File: config.mk
export PLATFORM = sky130hd
export DESIGN_NAME = judr_scan_instance_flat
export DESIGN_NICKNAME = d
export VERILOG_FILES = /design/src/judr_pkg.sv /design/src/judr_link_if.sv /design/src/judr_scan_instance.sv /design/src/flat_wrapper.sv
export SDC_FILE = /design/constraint.sdc
export NUM_CORES = 1
export LEC_CHECK = 0
export BUFFER_PORTS_ARGS = -buffer_cell sky130_fd_sc_hd__buf_2
export CAP_MARGIN = 20
export CORE_ASPECT_RATIO = 2
export CORE_UTILIZATION = 55
export DETAILED_ROUTE_END_ITERATION = 6
export PLACE_DENSITY = 0.73
export SETUP_SLACK_MARGIN = 0.05
export SLEW_MARGIN = 20
export SYNTH_ARGS = -nofsm -noshare
export SYNTH_HDL_FRONTEND = slang
export SYNTH_SLANG_ARGS = --single-unit
File: constraint.sdc
create_clock -name tck -period 2.5 [get_ports tck]
set_input_delay 0.25 -clock tck [delete_from_list [all_inputs] [get_ports tck]]
set_output_delay 0.25 -clock tck [all_outputs]
set_load 0.01 [all_outputs]
File: src/judr_pkg.sv
// shared constants and types for the scan instance and its user logic
package judr_pkg;

    // ------------------------------------------------------------------
    // widths
    // ------------------------------------------------------------------
    localparam int VIR_W = 2;
    localparam int UDR_W = 4;

    // ------------------------------------------------------------------
    // instruction codes and reset values
    // ------------------------------------------------------------------
    // shifted lsb first, so a scan of 0 then 1 leaves bit 1 set
    localparam logic [VIR_W-1:0] VIR_SEL_UDR = 2'h2;
    localparam logic [VIR_W-1:0] VIR_RESET = 2'h0;
    localparam logic [VIR_W-1:0] VIR_CAPTURE = 2'h1;
    localparam logic [UDR_W-1:0] UDR_RESET = 4'h0;
    localparam logic [UDR_W-1:0] CNT_RESET = 4'h0;
    localparam logic [UDR_W-1:0] CNT_STEP = 4'h1;

    // ------------------------------------------------------------------
    // timing
    // ------------------------------------------------------------------
    localparam int CLK_SYS_PERIOD_NS = 10;
    // tms high cycles that bring the tap into test-logic-reset
    localparam int TAP_RESET_TMS_CYCLES = 5;

    // ------------------------------------------------------------------
    // tap controller states
    // ------------------------------------------------------------------
    typedef enum logic [15:0] {
        TAP_RESET = 16'h0001,
        TAP_IDLE = 16'h0002,
        TAP_SEL_DR = 16'h0004,
        TAP_CAP_DR = 16'h0008,
        TAP_SHF_DR = 16'h0010,
        TAP_EX1_DR = 16'h0020,
        TAP_PAU_DR = 16'h0040,
        TAP_EX2_DR = 16'h0080,
        TAP_UPD_DR = 16'h0100,
        TAP_SEL_IR = 16'h0200,
        TAP_CAP_IR = 16'h0400,
        TAP_SHF_IR = 16'h0800,
        TAP_EX1_IR = 16'h1000,
        TAP_PAU_IR = 16'h2000,
        TAP_EX2_IR = 16'h4000,
        TAP_UPD_IR = 16'h8000
    } judr_tap_state_t;

endpackage : judr_pkg

File: src/judr_link_if.sv
// link between the scan instance and the user logic behind it
`timescale 1ns/1ps
interface judr_link_if;
    logic scan_clk;
    logic tms;
    logic tdi;
    logic tdo;
    logic [judr_pkg::VIR_W-1:0] virtual_instr_parallel_out;
    logic [judr_pkg::VIR_W-1:0] virtual_instr_capture_in;
    logic capture_data_state_flag;
    logic shift_data_state_flag;
    logic exit1_data_state_flag;
    logic pause_data_state_flag;
    logic exit2_data_state_flag;
    logic update_data_state_flag;
    logic capture_instr_state_flag;
    logic update_instr_state_flag;

    modport dev_mp (
        output scan_clk,
        output tms,
        output tdi,
        input tdo,
        output virtual_instr_parallel_out,
        input virtual_instr_capture_in,
        output capture_data_state_flag,
        output shift_data_state_flag,
        output exit1_data_state_flag,
        output pause_data_state_flag,
        output exit2_data_state_flag,
        output update_data_state_flag,
        output capture_instr_state_flag,
        output update_instr_state_flag
    );

    modport usr_mp (
        input scan_clk,
        input tms,
        input tdi,
        output tdo,
        input virtual_instr_parallel_out,
        output virtual_instr_capture_in,
        input capture_data_state_flag,
        input shift_data_state_flag,
        input exit1_data_state_flag,
        input pause_data_state_flag,
        input exit2_data_state_flag,
        input update_data_state_flag,
        input capture_instr_state_flag,
        input update_instr_state_flag
    );
endinterface : judr_link_if

File: src/judr_scan_instance.sv
// scan instance: tap tracker, virtual instruction register, state flags
//
// What this block, its user logic and the host do
// RQ1 - scan clock goes out to user logic
// RQ2 - tms output follows the jtag tms pin
// RQ3 - virtual instruction shown as parallel bus
// RQ4 - user logic decodes instruction to pick chain
// RQ5 - user register selected when instruction is 10
// RQ6 - instruction scan rewrites virtual instruction register
// RQ7 - four-bit user register shifts tdi into msb
// RQ8 - shift-dr flag high while tdi valid
// RQ9 - exit1-dr flag high after shifting ends
// RQ10 - counter loads on exit1, else increments
// RQ11 - bypass bit drives return when unselected
// RQ12 - selected register returns its bit zero
// RQ13 - further flags for other tap states
// RQ14 - instance joins user logic and jtag port
// RQ15 - bypass captures tdi every scan clock
// RQ16 - host holds tms high five cycles after reset
`timescale 1ns/1ps
module judr_scan_instance (
    input wire logic tck,
    input wire logic nrst,
    input wire logic tms_pin,
    input wire logic tdi_pin,
    output logic tdo_pin_o,
    output logic tdo_pin_oe,
    judr_link_if.dev_mp link
);

    // ------------------------------------------------------------------
    // pass-through toward user logic
    // ------------------------------------------------------------------
    // the jtag pins already live on tck, so they need no synchroniser
    assign link.scan_clk = tck; // RQ1
    assign link.tms = tms_pin; // RQ2
    assign link.tdi = tdi_pin; // RQ14

    // ------------------------------------------------------------------
    // tms-high run counter
    // ------------------------------------------------------------------
    // a second path into reset that does not rely on the state register,
    // so even an upset one-hot code lands in test-logic-reset once the
    // host has held tms high for the full run; the state graph gets there
    // on its own as well, so this only adds margin
    localparam int RUN_W = $clog2(judr_pkg::TAP_RESET_TMS_CYCLES + 1);
    logic [RUN_W-1:0] tms_run_q;
    logic tms_run_full;

    assign tms_run_full = (tms_run_q == RUN_W'(judr_pkg::TAP_RESET_TMS_CYCLES - 32'h1));

    always_ff @(posedge tck or negedge nrst) begin
        if (!nrst) begin
            tms_run_q <= {RUN_W{1'b0}};
        end else if (!tms_pin) begin
            tms_run_q <= {RUN_W{1'b0}};
        end else if (!tms_run_full) begin
            tms_run_q <= tms_run_q + RUN_W'(32'h1);
        end
    end

    // ------------------------------------------------------------------
    // tap state tracker
    // ------------------------------------------------------------------
    judr_pkg::judr_tap_state_t state_q;
    judr_pkg::judr_tap_state_t state_d;

    // tms held high walks any state into reset within five edges
    always_comb begin
        state_d = judr_pkg::TAP_RESET;
        unique case (state_q)
            judr_pkg::TAP_RESET: begin
                state_d = tms_pin ? judr_pkg::TAP_RESET : judr_pkg::TAP_IDLE;
            end
            judr_pkg::TAP_IDLE: begin
                state_d = tms_pin ? judr_pkg::TAP_SEL_DR : judr_pkg::TAP_IDLE;
            end
            judr_pkg::TAP_SEL_DR: begin
                state_d = tms_pin ? judr_pkg::TAP_SEL_IR : judr_pkg::TAP_CAP_DR;
            end
            judr_pkg::TAP_CAP_DR: begin
                state_d = tms_pin ? judr_pkg::TAP_EX1_DR : judr_pkg::TAP_SHF_DR;
            end
            judr_pkg::TAP_SHF_DR: begin
                state_d = tms_pin ? judr_pkg::TAP_EX1_DR : judr_pkg::TAP_SHF_DR;
            end
            judr_pkg::TAP_EX1_DR: begin
                state_d = tms_pin ? judr_pkg::TAP_UPD_DR : judr_pkg::TAP_PAU_DR;
            end
            judr_pkg::TAP_PAU_DR: begin
                state_d = tms_pin ? judr_pkg::TAP_EX2_DR : judr_pkg::TAP_PAU_DR;
            end
            judr_pkg::TAP_EX2_DR: begin
                state_d = tms_pin ? judr_pkg::TAP_UPD_DR : judr_pkg::TAP_SHF_DR;
            end
            judr_pkg::TAP_UPD_DR: begin
                state_d = tms_pin ? judr_pkg::TAP_SEL_DR : judr_pkg::TAP_IDLE;
            end
            judr_pkg::TAP_SEL_IR: begin
                state_d = tms_pin ? judr_pkg::TAP_RESET : judr_pkg::TAP_CAP_IR;
            end
            judr_pkg::TAP_CAP_IR: begin
                state_d = tms_pin ? judr_pkg::TAP_EX1_IR : judr_pkg::TAP_SHF_IR;
            end
            judr_pkg::TAP_SHF_IR: begin
                state_d = tms_pin ? judr_pkg::TAP_EX1_IR : judr_pkg::TAP_SHF_IR;
            end
            judr_pkg::TAP_EX1_IR: begin
                state_d = tms_pin ? judr_pkg::TAP_UPD_IR : judr_pkg::TAP_PAU_IR;
            end
            judr_pkg::TAP_PAU_IR: begin
                state_d = tms_pin ? judr_pkg::TAP_EX2_IR : judr_pkg::TAP_PAU_IR;
            end
            judr_pkg::TAP_EX2_IR: begin
                state_d = tms_pin ? judr_pkg::TAP_UPD_IR : judr_pkg::TAP_SHF_IR;
            end
            judr_pkg::TAP_UPD_IR: begin
                state_d = tms_pin ? judr_pkg::TAP_SEL_DR : judr_pkg::TAP_IDLE;
            end
            default: begin
                state_d = judr_pkg::TAP_RESET;
            end
        endcase
    end

    always_ff @(posedge tck or negedge nrst) begin
        if (!nrst) begin
            state_q <= judr_pkg::TAP_RESET;
        end else if (tms_pin && tms_run_full) begin
            state_q <= judr_pkg::TAP_RESET;
        end else begin
            state_q <= state_d;
        end
    end

    // ------------------------------------------------------------------
    // virtual instruction register
    // ------------------------------------------------------------------
    logic [judr_pkg::VIR_W-1:0] vir_shift_q;
    logic [judr_pkg::VIR_W-1:0] vir_par_q;

    // capture loads the user end's status word, which the host reads back
    // lsb first while the new instruction shifts in behind it
    always_ff @(posedge tck or negedge nrst) begin
        if (!nrst) begin
            vir_shift_q <= judr_pkg::VIR_RESET;
        end else if (state_q == judr_pkg::TAP_CAP_IR) begin
            vir_shift_q <= link.virtual_instr_capture_in;
        end else if (state_q == judr_pkg::TAP_SHF_IR) begin
            vir_shift_q <= {tdi_pin, vir_shift_q[judr_pkg::VIR_W-1:1]}; // RQ6
        end
    end

    // parallel copy changes only on update or in test-logic-reset, so decode stays steady mid-scan
    always_ff @(posedge tck or negedge nrst) begin
        if (!nrst) begin
            vir_par_q <= judr_pkg::VIR_RESET;
        end else if (state_q == judr_pkg::TAP_RESET) begin
            vir_par_q <= judr_pkg::VIR_RESET;
        end else if (state_q == judr_pkg::TAP_UPD_IR) begin
            vir_par_q <= vir_shift_q; // RQ6
        end
    end

    assign link.virtual_instr_parallel_out = vir_par_q; // RQ3

    // ------------------------------------------------------------------
    // state flags
    // ------------------------------------------------------------------
    // each flag compares the whole one-hot state register against one state code
    // they are decoded from the registered state, so each one changes just
    // after a rising tck edge and stands steady for the user logic's next
    // rising edge, which is where the user end samples them
    assign link.shift_data_state_flag = (state_q == judr_pkg::TAP_SHF_DR); // RQ8
    assign link.exit1_data_state_flag = (state_q == judr_pkg::TAP_EX1_DR); // RQ9
    assign link.capture_data_state_flag = (state_q == judr_pkg::TAP_CAP_DR); // RQ13
    assign link.pause_data_state_flag = (state_q == judr_pkg::TAP_PAU_DR); // RQ13
    assign link.exit2_data_state_flag = (state_q == judr_pkg::TAP_EX2_DR); // RQ13
    assign link.update_data_state_flag = (state_q == judr_pkg::TAP_UPD_DR); // RQ13
    assign link.capture_instr_state_flag = (state_q == judr_pkg::TAP_CAP_IR); // RQ13
    assign link.update_instr_state_flag = (state_q == judr_pkg::TAP_UPD_IR); // RQ13

    // ------------------------------------------------------------------
    // tdo pin
    // ------------------------------------------------------------------
    // launched on the falling edge so the host samples a settled bit
    always_ff @(negedge tck or negedge nrst) begin
        if (!nrst) begin
            tdo_pin_oe <= 1'b0;
        end else begin
            tdo_pin_oe <= (state_q == judr_pkg::TAP_SHF_DR) ||
                          (state_q == judr_pkg::TAP_SHF_IR);
        end
    end

    // the data bit keeps its last value outside the shift states
    always_ff @(negedge tck or negedge nrst) begin
        if (!nrst) begin
            tdo_pin_o <= 1'b0;
        end else if (state_q == judr_pkg::TAP_SHF_DR) begin
            tdo_pin_o <= link.tdo; // RQ14
        end else if (state_q == judr_pkg::TAP_SHF_IR) begin
            tdo_pin_o <= vir_shift_q[0];
        end
    end

endmodule : judr_scan_instance

File: src/flat_wrapper.sv
// flat-port wrapper written by rule: the top's interface ports become plain ports
module judr_scan_instance_flat 
  (tck, nrst, tms_pin, tdi_pin, tdo_pin_o, tdo_pin_oe, link_scan_clk, link_tms, link_tdi, link_tdo, link_virtual_instr_parallel_out, link_virtual_instr_capture_in, link_capture_data_state_flag, link_shift_data_state_flag, link_exit1_data_state_flag, link_pause_data_state_flag, link_exit2_data_state_flag, link_update_data_state_flag, link_capture_instr_state_flag, link_update_instr_state_flag);
  judr_link_if link_i ();
  input wire logic tck;
  input wire logic nrst;
  input wire logic tms_pin;
  input wire logic tdi_pin;
  output logic tdo_pin_o;
  output logic tdo_pin_oe;
  output wire logic [$bits(link_i.scan_clk)-1:0] link_scan_clk;
  output wire logic [$bits(link_i.tms)-1:0] link_tms;
  output wire logic [$bits(link_i.tdi)-1:0] link_tdi;
  input wire logic [$bits(link_i.tdo)-1:0] link_tdo;
  output wire logic [$bits(link_i.virtual_instr_parallel_out)-1:0] link_virtual_instr_parallel_out;
  input wire logic [$bits(link_i.virtual_instr_capture_in)-1:0] link_virtual_instr_capture_in;
  output wire logic [$bits(link_i.capture_data_state_flag)-1:0] link_capture_data_state_flag;
  output wire logic [$bits(link_i.shift_data_state_flag)-1:0] link_shift_data_state_flag;
  output wire logic [$bits(link_i.exit1_data_state_flag)-1:0] link_exit1_data_state_flag;
  output wire logic [$bits(link_i.pause_data_state_flag)-1:0] link_pause_data_state_flag;
  output wire logic [$bits(link_i.exit2_data_state_flag)-1:0] link_exit2_data_state_flag;
  output wire logic [$bits(link_i.update_data_state_flag)-1:0] link_update_data_state_flag;
  output wire logic [$bits(link_i.capture_instr_state_flag)-1:0] link_capture_instr_state_flag;
  output wire logic [$bits(link_i.update_instr_state_flag)-1:0] link_update_instr_state_flag;
  assign link_scan_clk = link_i.scan_clk;
  assign link_tms = link_i.tms;
  assign link_tdi = link_i.tdi;
  assign link_i.tdo = link_tdo;
  assign link_virtual_instr_parallel_out = link_i.virtual_instr_parallel_out;
  assign link_i.virtual_instr_capture_in = link_virtual_instr_capture_in;
  assign link_capture_data_state_flag = link_i.capture_data_state_flag;
  assign link_shift_data_state_flag = link_i.shift_data_state_flag;
  assign link_exit1_data_state_flag = link_i.exit1_data_state_flag;
  assign link_pause_data_state_flag = link_i.pause_data_state_flag;
  assign link_exit2_data_state_flag = link_i.exit2_data_state_flag;
  assign link_update_data_state_flag = link_i.update_data_state_flag;
  assign link_capture_instr_state_flag = link_i.capture_instr_state_flag;
  assign link_update_instr_state_flag = link_i.update_instr_state_flag;
  judr_scan_instance u_core (.tck(tck), .nrst(nrst), .tms_pin(tms_pin), .tdi_pin(tdi_pin), .tdo_pin_o(tdo_pin_o), .tdo_pin_oe(tdo_pin_oe), .link(link_i));
endmodule
Word-level counts from Yosys, hierarchy flattened
Cells that the tools add are included.
W data, S select, Z words.
{"block": "op_classes", "mux": 22, "add_sub_neg": 1, "n_eq_ne": 18, "reduce_logical": 8}
{"operator": "$pmux W16 S12", "count": 1}
{"operator": "$mux W16", "count": 3}
{"operator": "$mux W9", "count": 2}
{"operator": "$eq A16 B1 Y1 const B", "count": 1}
{"operator": "$eq A16 B10 Y1 const B", "count": 1}
{"operator": "$eq A16 B11 Y1 const B", "count": 1}
{"operator": "$eq A16 B12 Y1 const B", "count": 1}
{"operator": "$eq A16 B13 Y1 const B", "count": 1}
{"operator": "$eq A16 B14 Y1 const B", "count": 1}
{"operator": "$eq A16 B15 Y1 const B", "count": 1}
{"operator": "$eq A16 B16 Y1 const B", "count": 1}
{"operator": "$eq A16 B2 Y1 const B", "count": 1}
{"operator": "$eq A16 B3 Y1 const B", "count": 1}
{"operator": "$eq A16 B4 Y1 const B", "count": 1}
{"operator": "$eq A16 B5 Y1 const B", "count": 1}
{"operator": "$eq A16 B6 Y1 const B", "count": 1}
{"operator": "$eq A16 B7 Y1 const B", "count": 1}
{"operator": "$eq A16 B8 Y1 const B", "count": 1}
{"operator": "$eq A16 B9 Y1 const B", "count": 1}
{"operator": "$mux W15", "count": 1}
{"operator": "$mux W13", "count": 1}
{"operator": "$mux W11", "count": 1}
{"operator": "$mux W10", "count": 1}
{"operator": "$mux W2", "count": 5}
{"operator": "12 further kinds", "count": 18}
{"block": "totals", "reg_bits": 25, "output_inout_bits": 15, "inputBits": 7, "elab_cells": 55}

Logic depth before layout (Yosys ltp)
{"block": "logic_depth", "ltp_word": 4, "depth_mapped": 6, "mapped_depth_nobuf": 6}

==> metrics.md <==
| Metric | Value |
|---|---|
| Status | `finished with violations` |
| Failing checks | `setup timing` |
| Total power | `0.00145 W` |
| Seq pwr share | `33.6%` |
| P_leak | `1.09 nW` |
| Core area | `0.00260 mm²` |
| Placer Congestion | `0.869` |
| PwrDens | `665 mW/mm²` |
| Synthesized instance count | `159` |
| Clk_lat worst skew | `0.40 ns` |
| Max IR drop VDD | `0.658 mV` |
| Startpoint types | `flip-flop` |
| Share of layout cells above drive strength 1 | `45.5%` |
| Sequential area share after synthesis | `41.0%` |
| Ys flop type | `dfrtp_1` |
| Worst path slowest cell | `dfrtp_2` |
| #FFs+latches synth | `25` |
| Initial antenna violation count | `0` |
| Most frequent cells in the layout | `buf_4 (37), buf_2 (19), dfrtp_1 (18)` |
| Util after Layout | `84.0%` |
| I/O pin count | `22` |
| Hpwl dp | `3150 µm` |
| Die H | `76.6 µm` |
| Congestion Overflow GR | `0` |
| GRT Total Usage | `34.5%` |
| FP Rows | `26` |
| Syn Nets | `168` |
| Unrepaired setup endpoints after global routing | `yes` |
| Dpl ws | `-0.503 ns` |
| Slowest stage delay, CP | `0.44 ns` |
| First-pass GRT wire length | `7340 µm` |
| Relative slew slack | `67.0%` |
| Final hold violation count | `0` |
| Critical path capture point type | `flip-flop` |
| Hold crit path type | `in2reg` |
| Die Width | `39.3 µm` |
| Final-stage net count | `232` |
| Clock power frac | `27.1%` |
| Post-synth EDFFs | `0` |
| Skew final | `0.0231 ns` |
| DRT iter0 DRCs | `60` |
| Netlist Area Pre-Place | `0.00153 mm²` |
| Initial Utilization | `58.8%` |
| Worst-path clk slew | `0.09 ns` |
| Worst slew pin tran | `0.489 ns` |
| Vias in the first global route | `1598` |
| Power Internal | `0.000966 W` |
| Synth warn | `0` |
| Vias/cell | `6.42` |
| Max Slew Vio Count | `0` |
| Cell family with the largest share of critical-path delay | `multiplexers` |
| Top fanout value on the critical path | `3` |
| Async set-or-reset flop fraction in the synthesized netlist | `100%` |
| Antenna diode count | `0` |
| Worst path bufs/invs | `0` |
| Crit path DAT | `2.00 ns` |
| DR vias | `1606` |
| Critical path type | `reg2reg` |
| Setup TNS Final | `-1.12 ns` |
| Drt drc | `0` |
| Logic pwr share | `39.4%` |
| ANT nets after route | `0` |
| Final setup fails | `7` |
| Syn Area/Cell | `9.62 µm²` |
| Most common cell after layout, fill and taps aside | `buf_4` |
| Drt pass-1 iters | `4` |
| Max-cap violations | `0` |
| Synth unique cells | `48` |
| CP cell instances | `nor4_4 -> nand4_1 -> mux2_4 -> mux2_2` |
| WP data required | `1.50 ns` |
| Largest net degree at the start of global routing | `22` |
| WL final | `4930 µm` |
| Switching share of power | `33.6%` |
| CTS tree | `built` |
| Final WS setup | `-0.493 ns` |
| Sw power | `0.000489 W` |
| Routed WL per cell | `19.7 µm` |
| IO Port Bufs | `21` |
| Area growth from synthesis to layout | `42.8%` |
| Die area | `0.00301 mm²` |
[layout make-up]
| class | count | area [µm²] |
|---|---|---|
| flip-flops and latches | 25 | 632 |
| well taps | 28 | 35.0 |
| fillers | 151 | 417 |
| clock buffers | 8 | 91.3 |
| multi-input cells | 113 | 885 |
| inverters | 8 | 30.0 |
| repair buffers | 68 | 513 |
[power by group through the flow]
stage / combinational [W] / clock [W] / sequential, W
global placement: 0.000401 / 0.0000242 / 0.000485
CTS: 0.000516 / 0.000393 / 0.000487
finish: 0.000573 / 0.000394 / 0.000488
global route: 0.000604 / 0.000423 / 0.000493
detailed placement: 0.000414 / 0.0000242 / 0.000490
floorplan: 0.000300 / 0.0000330 / 0.000472
[registers in the layout, summed over array words and instances, names as in the netlist]
register                                count
u_core.state_q                             16
u_core.tms_run_q                            3
u_core.link.virtual_instr_parallel_out      2
u_core.vir_shift_q                          2
u_core.tdo_pin_o                            1
u_core.tdo_pin_oe                           1
[cells in the mapped netlist (2+ instances only)]
cell type	instances	area (µm²)
nor3_1	11	55.1
nand2_1	6	22.5
inv_1	8	30.0
o21a_1	2	15.0
a21oi_1	2	10.0
or4_1	3	22.5
buf_6	2	22.5
or4_4	3	33.8
a32oi_1	2	17.5
and3_1	3	18.8
nor4_1	4	25.0
xnor2_1	6	52.6
dfrtp_1	22	551
nand2b_1	4	25.0
mux2i_1	2	20.0
clkbuf_1	4	15.0
nand4_1	5	31.3
nor4_2	4	50.1
buf_4	3	22.5
nor4b_1	6	52.6
dfrtn_1	2	50.1
ha_1	2	25.0
a31oi_1	4	25.0
buf_2	3	15.0
o21ai_0	3	15.0
nand3_1	4	20.0
xor2_1	3	26.3
or3_1	3	18.8
nor2_1	14	52.6
[stage by stage]
| stage | instances | cell area, µm² | hold WS [ns] |
|---|---|---|---|
| finish | 250 | 2190 | 0.171 |
| global route | 250 | 2190 | 0.172 |
| CTS | 240 | 2070 | 0.170 |
| detailed placement | 222 | 1820 | 0.0770 |
| global placement | 222 | 1820 | 0.0749 |
| floorplan | 159 | 1580 | -0.0456 |
[what timing repair did]
| action | CTS | global route |
|---|---|---|
| pin swaps | 7 | 12 |
| hold buffers | 1 | 0 |
| endpoints found under the hold margin | 22 | 0 |
| gates resized for setup | 17 | 11 |
| setup buffers | 10 | 12 |
| cloned | 0 | 0 |
| setup endpoints to repair | 8 | 9 |
[cell families after synthesis]
group                    count (synthesis)  synth area share (%)
AND/OR/NAND/NOR                         80                  34.0
flip-flops                              25                  41.0
buffers and inverters                   21                  7.19
AO/OA/AOI/OAI                           18                  8.26
XOR/XNOR                                 9                  5.15
multiplexers                             4                  2.78
adder cells (fa/ha/maj)                  2                  1.64
[metal layers]
layer	GRT usage, %	wire [µm]	part of all wire, %
met5	0	0	0
met4	20.7	283	5.7
met3	7.00	247	5.0
met2	57.8	2750	56
met1	36.5	1650	34
[path summary, 6_finish.rpt]
| check | start | depth (start not counted) | to | slack (ns) |
|---|---|---|---|---|
| worst max-delay path | u_core.state_q[13]$_DFF_PN0_ | 4 | u_core.tdo_pin_o$_DFFE_NN0P_ | -0.49 |
| worst min-delay path | tms_pin | 2 | u_core.state_q[6]$_DFF_PN0_ | 0.17 |
| worst max register to register | u_core.state_q[13]$_DFF_PN0_ | 4 | u_core.tdo_pin_o$_DFFE_NN0P_ | -0.49 |
| worst min register to register | u_core.tms_run_q[2]$_DFFE_PN0P_ | 1 | u_core.tms_run_q[2]$_DFFE_PN0P_ | 0.52 |
| max in group asynchronous | nrst | 2 | u_core.tdo_pin_oe$_DFF_NN0_ | 1.00 |
| min in group asynchronous | nrst | 2 | u_core.link.virtual_instr_parallel_out[0]$_DFFE_PN0P_ | 0.21 |
(Power assumes the default switching activity.)
